### src/rtl/crcgen_pkg.sv
// Summary of operation
// - Software picks CCITT-16 or Ethernet-32 polynomial.
// - Result width follows polynomial: 16 or 32 bits.
// - DMA data items update checksum without processor.
// - Automatic run over whole flash or range.
// - Processor I/O writes fold into running checksum.
`default_nettype none
package crcgen_pkg;
    // ==========================================================
    // Polynomials, seeds and widths
    localparam logic [31:0] CRCGEN_POLY16 = 32'h0000_1021;
    localparam logic [31:0] CRCGEN_POLY32 = 32'h04c1_1db7;
    localparam logic [31:0] CRCGEN_SEED16 = 32'h0000_ffff;
    localparam logic [31:0] CRCGEN_SEED32 = 32'hffff_ffff;
    localparam logic [31:0] CRCGEN_MASK16 = 32'h0000_ffff;
    localparam int CRCGEN_DATA_W = 8;
    localparam int CRCGEN_ADDR_W = 17;
    localparam logic [16:0] CRCGEN_FLASH_LAST = 17'h1_ffff;

    // ==========================================================
    // Carrier types
    typedef enum logic [1:0] {
        CRCGEN_SRC_IO = 2'h0,
        CRCGEN_SRC_DMA = 2'h1,
        CRCGEN_SRC_FLASH = 2'h2
    } crcgen_src_t;

    typedef struct packed {
        logic valid;
        logic [CRCGEN_DATA_W-1:0] data;
    } crcgen_beat_t;

    typedef struct packed {
        logic start;
        logic whole;
        logic [CRCGEN_ADDR_W-1:0] first;
        logic [CRCGEN_ADDR_W-1:0] last;
    } crcgen_sweep_t;
endpackage
`default_nettype wire

### src/rtl/crcgen_step.sv
`timescale 1ns/10ps
`default_nettype none
// ==========================================================
// One byte folded into the remainder, msb first, no reflection.
module crcgen_step (
    input wire logic [31:0] crc_in,
    input wire logic [7:0] data,
    input wire logic wide,
    output logic [31:0] crc_out
);
    logic [31:0] stage [0:8];
    logic [31:0] poly;
    logic [4:0] top;

    assign poly = wide ? crcgen_pkg::CRCGEN_POLY32 : crcgen_pkg::CRCGEN_POLY16;
    assign top = wide ? 5'h1f : 5'h0f;
    assign stage[0] = crc_in;

    genvar i;
    generate
        for (i = 0; i < 8; i++) begin : g_bit
            logic fb;
            logic [31:0] sh;
            assign fb = stage[i][top] ^ data[7-i];
            assign sh = {stage[i][30:0], 1'b0};
            assign stage[i+1] = (fb ? (sh ^ poly) : sh)
                & (wide ? 32'hffff_ffff : crcgen_pkg::CRCGEN_MASK16);
        end
    endgenerate

    assign crc_out = stage[8];
endmodule
`default_nettype wire

### src/rtl/crcgen_top.sv
`timescale 1ns/10ps
`default_nettype none
module crcgen_top (
    input wire logic ref_clk,
    input wire logic arst_n,
    input wire logic cfg_wide,
    input wire logic cfg_reset,
    input wire logic [1:0] cfg_source,
    input wire crcgen_pkg::crcgen_beat_t io_beat,
    input wire crcgen_pkg::crcgen_beat_t dma_beat,
    input wire crcgen_pkg::crcgen_sweep_t sweep,
    output logic flash_rd,
    output logic [crcgen_pkg::CRCGEN_ADDR_W-1:0] flash_addr,
    input wire logic flash_ack,
    input wire logic [crcgen_pkg::CRCGEN_DATA_W-1:0] flash_data,
    output logic [31:0] checksum,
    output logic busy,
    output logic zero
);
    // ==========================================================
    // Sweep state machine
    typedef enum logic [1:0] {
        CRCGEN_IDLE = 2'b00,
        CRCGEN_REQ = 2'b01,
        CRCGEN_WAIT = 2'b10
    } crcgen_state_t;

    crcgen_state_t state_r, state_nxt;
    logic [crcgen_pkg::CRCGEN_ADDR_W-1:0] addr_r, addr_nxt, last_r, last_nxt;
    logic rd_r, rd_nxt;
    logic [31:0] crc_r, crc_nxt, stepped;
    logic zero_r, zero_nxt;
    logic wide_r, wide_nxt;
    logic busy_r, busy_nxt;
    logic fold;
    logic [7:0] fold_data;

    // Mode is latched on a clear so a mid-stream flip cannot corrupt width.
    always_comb begin
        state_nxt = state_r;
        addr_nxt = addr_r;
        last_nxt = last_r;
        rd_nxt = 1'b0;
        case (state_r)
            CRCGEN_IDLE: begin
                if (sweep.start && cfg_source == crcgen_pkg::CRCGEN_SRC_FLASH) begin
                    addr_nxt = sweep.whole ? '0 : sweep.first;
                    last_nxt = sweep.whole ? crcgen_pkg::CRCGEN_FLASH_LAST : sweep.last;
                    state_nxt = CRCGEN_REQ;
                end
            end
            CRCGEN_REQ: begin
                rd_nxt = 1'b1;
                state_nxt = CRCGEN_WAIT;
            end
            CRCGEN_WAIT: begin
                rd_nxt = !flash_ack;
                if (flash_ack) begin
                    if (addr_r == last_r) begin
                        state_nxt = CRCGEN_IDLE;
                    end else begin
                        addr_nxt = addr_r + 1'b1;
                        state_nxt = CRCGEN_REQ;
                    end
                end
            end
            default: begin
                state_nxt = CRCGEN_IDLE;
            end
        endcase
        busy_nxt = (state_nxt != CRCGEN_IDLE);
    end

    // ==========================================================
    // Source selection and fold
    always_comb begin
        fold = 1'b0;
        fold_data = io_beat.data;
        case (cfg_source)
            crcgen_pkg::CRCGEN_SRC_IO: begin
                fold = io_beat.valid;
                fold_data = io_beat.data;
            end
            crcgen_pkg::CRCGEN_SRC_DMA: begin
                fold = dma_beat.valid;
                fold_data = dma_beat.data;
            end
            crcgen_pkg::CRCGEN_SRC_FLASH: begin
                fold = (state_r == CRCGEN_WAIT) && flash_ack;
                fold_data = flash_data;
            end
            default: begin
                fold = 1'b0;
            end
        endcase
    end

    crcgen_step u_step (
        .crc_in(crc_r),
        .data(fold_data),
        .wide(wide_r),
        .crc_out(stepped)
    );

    always_comb begin
        wide_nxt = wide_r;
        crc_nxt = crc_r;
        if (cfg_reset) begin
            wide_nxt = cfg_wide;
            crc_nxt = cfg_wide ? crcgen_pkg::CRCGEN_SEED32 : crcgen_pkg::CRCGEN_SEED16;
        end else if (fold) begin
            crc_nxt = stepped;
        end
        zero_nxt = (crc_nxt == 32'h0000_0000);
    end

    always_ff @(posedge ref_clk or negedge arst_n) begin
        if (!arst_n) begin
            state_r <= CRCGEN_IDLE;
            addr_r <= '0;
            last_r <= '0;
            rd_r <= 1'b0;
            crc_r <= crcgen_pkg::CRCGEN_SEED16;
            wide_r <= 1'b0;
            zero_r <= 1'b0;
            busy_r <= 1'b0;
        end else begin
            state_r <= state_nxt;
            addr_r <= addr_nxt;
            last_r <= last_nxt;
            rd_r <= rd_nxt;
            crc_r <= crc_nxt;
            wide_r <= wide_nxt;
            zero_r <= zero_nxt;
            busy_r <= busy_nxt;
        end
    end

    // High half reads zero in 16-bit mode because the step masks it.
    assign checksum = crc_r;
    assign zero = zero_r;
    assign busy = busy_r;
    assign flash_rd = rd_r;
    assign flash_addr = addr_r;

    // ==========================================================
    // Sweep checks
    a_sweep_read: assert property (@(posedge ref_clk) disable iff (!arst_n)
        state_r == CRCGEN_REQ
        |=> flash_rd)
        else $error("no fetch issued");
    a_sweep_step: assert property (@(posedge ref_clk) disable iff (!arst_n)
        (state_r == CRCGEN_WAIT && flash_ack && addr_r != last_r)
        |=> addr_r == $past(addr_r) + 1'b1)
        else $error("address not advanced");
    a_sweep_base: assert property (@(posedge ref_clk) disable iff (!arst_n)
        (state_r == CRCGEN_IDLE && sweep.start && cfg_source == crcgen_pkg::CRCGEN_SRC_FLASH)
        |=> busy && addr_r == ($past(sweep.whole) ? '0 : $past(sweep.first)))
        else $error("sweep start address wrong");
    a_sweep_limit: assert property (@(posedge ref_clk) disable iff (!arst_n)
        (state_r == CRCGEN_IDLE && sweep.start && cfg_source == crcgen_pkg::CRCGEN_SRC_FLASH)
        |=> last_r == ($past(sweep.whole) ? crcgen_pkg::CRCGEN_FLASH_LAST : $past(sweep.last)))
        else $error("sweep end address wrong");
    a_start_ignored: assert property (@(posedge ref_clk) disable iff (!arst_n)
        (state_r != CRCGEN_IDLE && sweep.start)
        |=> $stable(last_r))
        else $error("start taken while busy");
    a_rd_hold: assert property (@(posedge ref_clk) disable iff (!arst_n)
        (state_r == CRCGEN_WAIT && !flash_ack)
        |=> flash_rd && $stable(flash_addr))
        else $error("fetch request not held");
    a_rd_drop: assert property (@(posedge ref_clk) disable iff (!arst_n)
        (state_r == CRCGEN_WAIT && flash_ack)
        |=> !flash_rd)
        else $error("fetch request not released");
    a_sweep_end: assert property (@(posedge ref_clk) disable iff (!arst_n)
        (state_r == CRCGEN_WAIT && flash_ack && addr_r == last_r)
        |=> !busy)
        else $error("sweep did not finish");
    a_idle_quiet: assert property (@(posedge ref_clk) disable iff (!arst_n)
        state_r == CRCGEN_IDLE
        |-> !flash_rd)
        else $error("fetch while idle");
    a_flash_fold: assert property (@(posedge ref_clk) disable iff (!arst_n)
        (cfg_source == crcgen_pkg::CRCGEN_SRC_FLASH && state_r == CRCGEN_WAIT
            && flash_ack && !cfg_reset)
        |=> crc_r == $past(stepped))
        else $error("flash byte not folded");

    // ==========================================================
    // Checksum checks
    a_narrow_mask: assert property (@(posedge ref_clk) disable iff (!arst_n)
        !wide_r
        |-> crc_r[31:16] == 16'h0000)
        else $error("high half set in 16-bit mode");
    a_zero_flag: assert property (@(posedge ref_clk) disable iff (!arst_n)
        $rose(zero_r)
        |-> $past(fold) && !$past(cfg_reset))
        else $error("zero flag rose without a fold");
    a_zero_clear: assert property (@(posedge ref_clk) disable iff (!arst_n)
        cfg_reset
        |=> !zero_r)
        else $error("zero flag set after reseed");
    a_io_fold: assert property (@(posedge ref_clk) disable iff (!arst_n)
        (cfg_source == crcgen_pkg::CRCGEN_SRC_IO && io_beat.valid && !cfg_reset)
        |=> crc_r == $past(stepped))
        else $error("io write not folded");
    a_dma_fold: assert property (@(posedge ref_clk) disable iff (!arst_n)
        (cfg_source == crcgen_pkg::CRCGEN_SRC_DMA && dma_beat.valid && !cfg_reset)
        |=> crc_r == $past(stepped))
        else $error("dma item not folded");
    a_hold_idle: assert property (@(posedge ref_clk) disable iff (!arst_n)
        (!fold && !cfg_reset)
        |=> $stable(crc_r))
        else $error("checksum moved");
    a_seed_sel: assert property (@(posedge ref_clk) disable iff (!arst_n)
        cfg_reset
        |=> wide_r == $past(cfg_wide))
        else $error("width not latched");
    a_reseed_val: assert property (@(posedge ref_clk) disable iff (!arst_n)
        cfg_reset
        |=> crc_r == ($past(cfg_wide) ? crcgen_pkg::CRCGEN_SEED32 : crcgen_pkg::CRCGEN_SEED16))
        else $error("wrong seed loaded");
    a_wide_hold: assert property (@(posedge ref_clk) disable iff (!arst_n)
        !cfg_reset
        |=> $stable(wide_r))
        else $error("width changed without reseed");
endmodule
`default_nettype wire

### config.mk
export PLATFORM = sky130hd
export DESIGN_NAME = crcgen_top
export DESIGN_NICKNAME = d
export VERILOG_FILES = /design/src/rtl/crcgen_pkg.sv /design/src/rtl/crcgen_step.sv /design/src/rtl/crcgen_top.sv
export SDC_FILE = /design/constraint.sdc
export NUM_CORES = 1
export LEC_CHECK = 0
export BUFFER_PORTS_ARGS = -buffer_cell sky130_fd_sc_hd__buf_2
export CAP_MARGIN = 20
export CORE_MARGIN = 5
export CORE_UTILIZATION = 45
export DETAILED_ROUTE_END_ITERATION = 6
export PLACE_DENSITY = 0.71
export SLEW_MARGIN = 0
export SYNTH_ARGS = -nofsm -noshare
export SYNTH_HDL_FRONTEND = slang
export SYNTH_SLANG_ARGS = --single-unit
### constraint.sdc
create_clock -name ref_clk -period 4.4 [get_ports ref_clk]
set_input_delay 0.22 -clock ref_clk [delete_from_list [all_inputs] [get_ports ref_clk]]
set_output_delay 0.22 -clock ref_clk [all_outputs]
set_load 0.05 [all_outputs]
==> run summary <==
Clk buf depth - 2
Non-filler cells, final - 865
Overall routing resource usage - 0.237
CP Max Fanout - 17
Max-slew violation count - 0
Lkg Pwr - 2.96 nW
Skew-Pair Late Insertion Delay - 0.34 ns
Final hold viol count - 0
Req. time, crit path - 4.66 ns
Synthesized Nets - 679
Wirelength, routed - 17,000 um
Htree depth - 3
Via/cell ratio - 5.90
IO buf count - 120
CTS sink count - 72
WL/cell - 19.7 um
Pre-CTS setup slack - 0.453 ns
CTS-repair resized insts - 0
Rel. slew slack - 0.544
Fillers - 1,115
Placed inst area - 0.00621 sq mm
Initial antenna violation count - 0
Detailed Place HPWL - 13,000 um
Critical Path Sink Type - flip-flop
Int Power - 2.25 mW
Via count - 5,105
Full die area - 0.0146 sq mm
Synth cell types - 71
# diodes - 0
Die height - 121 um
Vias in the first global route - 4,902
Switching pwr - 2.07 mW
CTS Buf Count - 9
Total power - 4.32 mW
MaxCap Viol Count - 0
Routed Antenna Nets - 0
Fin crit period - 3.68 ns
Switching Fraction - 0.480
# DRC - 0
Cells after DPL - 847
Core area - 0.0120 sq mm
GP Congestion - 0.970
Seq pwr share - 0.278
Number of synthesized register bits - 72
Fmax - 0.271 GHz
Yosys synthesis warning count - 0
Part of the cycle the worst path needs - 0.837
RSZ-0062 raised after global routing - false
Clock Tree Root - clkbuf_16
Asr flop ratio synth - 1.00
CP Launch Type - flip-flop
Final WS setup - 0.716 ns
Slew @ Worst Pin - 0.683 ns
Pwr/cell area - 663 mW/mm^2
Die width - 121 um
Synth Area per Inst - 9.17 sq um
Worst Path Arrival - 3.95 ns
CTS tree - done
Starting DRT DRC Count - 503
Setup CP Type - flip-flop to flip-flop
Setup violators final - 0
Mapped Area - 0.00551 sq mm
Worst r2r src - state_r[0]
DR pass1 iterations - 5
Hold Crit Start - sweep[20]
Fraction of power consumed by the clock network - 0.161
Initial core utilization - 0.459
Layout cells sized above 1 - 0.262
Crit. Startpoint - state_r[0]
Clk pin slew, worst setup/hold paths - 0.06 ns
Nets - 791
Outcome - finished clean
Comb pwr share - 0.561
# IOs - 121
Cells after synthesis - 601
Max IR drop VDD - 495 uV
Skew final - 0.0112 ns
Area Growth Syn to Fin - 18.3%
Site Rows - 40
Sequential element share of the synthesized area - 0.331
Setup_tns - 0 ns
Largest net degree at the start of global routing - 44
First-pass GRT wire length - 27,100 um
Finished Cell Area - 0.00652 sq mm
Dominant synthesized flop cell - dfrtp_1
Hold/Removal Path Class - input pin to flip-flop
Post-synth EDFFs - 0
Total gr overflow - 0
## routing by layer
layer  part of all wire  vias to the layer above  track usage
met2               0.45                      223        0.366
met1               0.45                     2446        0.338
li1                   -                     2409            -
met4              0.021                        0       0.0772
met3              0.079                       27       0.0416
met5                  0                        -            0
## synth_stat cells, types with 4 or more instances
cell type	instances	area, sq um
o31ai_1	7	52.6
nor2_1	54	203
xnor2_1	38	333
clkbuf_1	23	86.3
a21oi_1	35	175
dfrtp_1	56	1400
o22ai_1	6	37.5
a211o_1	8	70.1
mux2i_1	8	80.1
ha_1	9	113
or2_2	5	31.3
a22o_1	8	70.1
a211oi_1	11	82.6
a221oi_1	4	35.0
xnor2_2	4	65.1
o21ai_0	40	200
nor3_1	14	70.1
xnor3_1	12	270
dfstp_2	16	420
a22oi_1	10	75.1
nor4_1	6	37.5
buf_6	4	45.0
inv_1	14	52.6
xor2_1	35	307
o211a_1	5	50.1
a21o_1	9	67.6
nand2b_1	9	56.3
and3_1	5	31.3
nand2_1	47	176
o211ai_1	11	82.6
nand3_1	24	120
a221o_1	5	50.1
## power groups by stage
stage / combinational [mW] / sequential (mW) / clock, mW
2_1_floorplan: 1.45 / 1.56 / 0
3_3_place_gp: 2.37 / 1.20 / 0
3_5_place_dp: 2.40 / 1.21 / 0
4_1_cts: 2.41 / 1.20 / 0.705
5_1_grt: 2.62 / 1.23 / 0.736
6_report: 2.42 / 1.20 / 0.694
## layout by cell type, fill, tap and decap left out, types with 14 or more instances in the layout
cell type	n
a21oi_1	35
buf_2	120
dfrtp_1	56
dfstp_2	16
inv_1	14
nand2_1	47
nand3_1	24
nor2_1	54
nor3_1	14
o21ai_0	40
xnor2_1	38
xor2_1	35
## cell type report
cell class / instances / area, sq um / area share
multi-input cells: 482 / 3460 / 0.531
flip-flops and latches: 72 / 1820 / 0.279
repair buffers: 134 / 716 / 0.110
clock buffers: 12 / 256 / 0.0393
well taps: 147 / 184 / 0.0282
inverters: 14 / 52.6 / 0.00806
clock inverters: 4 / 28.8 / 0.00441
## through the flow
step / hold slack [ns] / utilization
4_1_cts: 0.0977 / 0.541
3_5_place_dp: 0.300 / 0.517
5_1_grt: 0.117 / 0.543
6_report: 0.108 / 0.543
2_1_floorplan: -0.0756 / -
3_3_place_gp: 0.296 / 0.517
## worst max-delay path, cell delays in order, from the launching register on
cell and delay (ns):
dfrtp_1 0.41, inv_1 0.12, ha_1 0.59, nand3_1 0.20
a21oi_1 0.21, nor2_1 0.06, buf_4 0.21, a221o_1 0.38
a211o_1 0.27, nor4_1 0.26, nand4bb_1 0.16, nor4_1 0.39
nand4_1 0.18, nor3_2 0.17
## cells by family after synthesis
logic type                 after synthesis  share of synthesized area
and+or+nand+nor                        188                      0.164
AOI/OAI and AO/OA                      180                      0.226
xor gates and xnor gates                94                      0.196
DFF                                     72                      0.331
buffers and inverters                   47                     0.0418
muxes                                   11                     0.0211
adders and majority gates                9                     0.0204
## path summary, 6_finish.rpt
path / to / slack, ns / depth (start not counted)
max: zero / 0.72 / 13
min: flash_addr[3] / 0.11 / 3
max reg2reg: zero / 0.72 / 13
min reg2reg: last_r[6] / 0.50 / 2
max in group asynchronous: checksum[4] / 2.90 / 3
min in group asynchronous: flash_addr[14] / 0.46 / 2
## sequential cells by signal, indices dropped and copies added (netlist names)
name	flops
checksum	32
flash_addr	17
last_r	17
state_r	2
busy	1
flash_rd	1
wide_r	1
zero	1
## timing repair
item                                   4_1_cts  5_1_grt
hold buffers                                 1        0
setup buffers                                0        0
endpoints found under the hold margin       29        0
(Power assumes the default switching activity.)
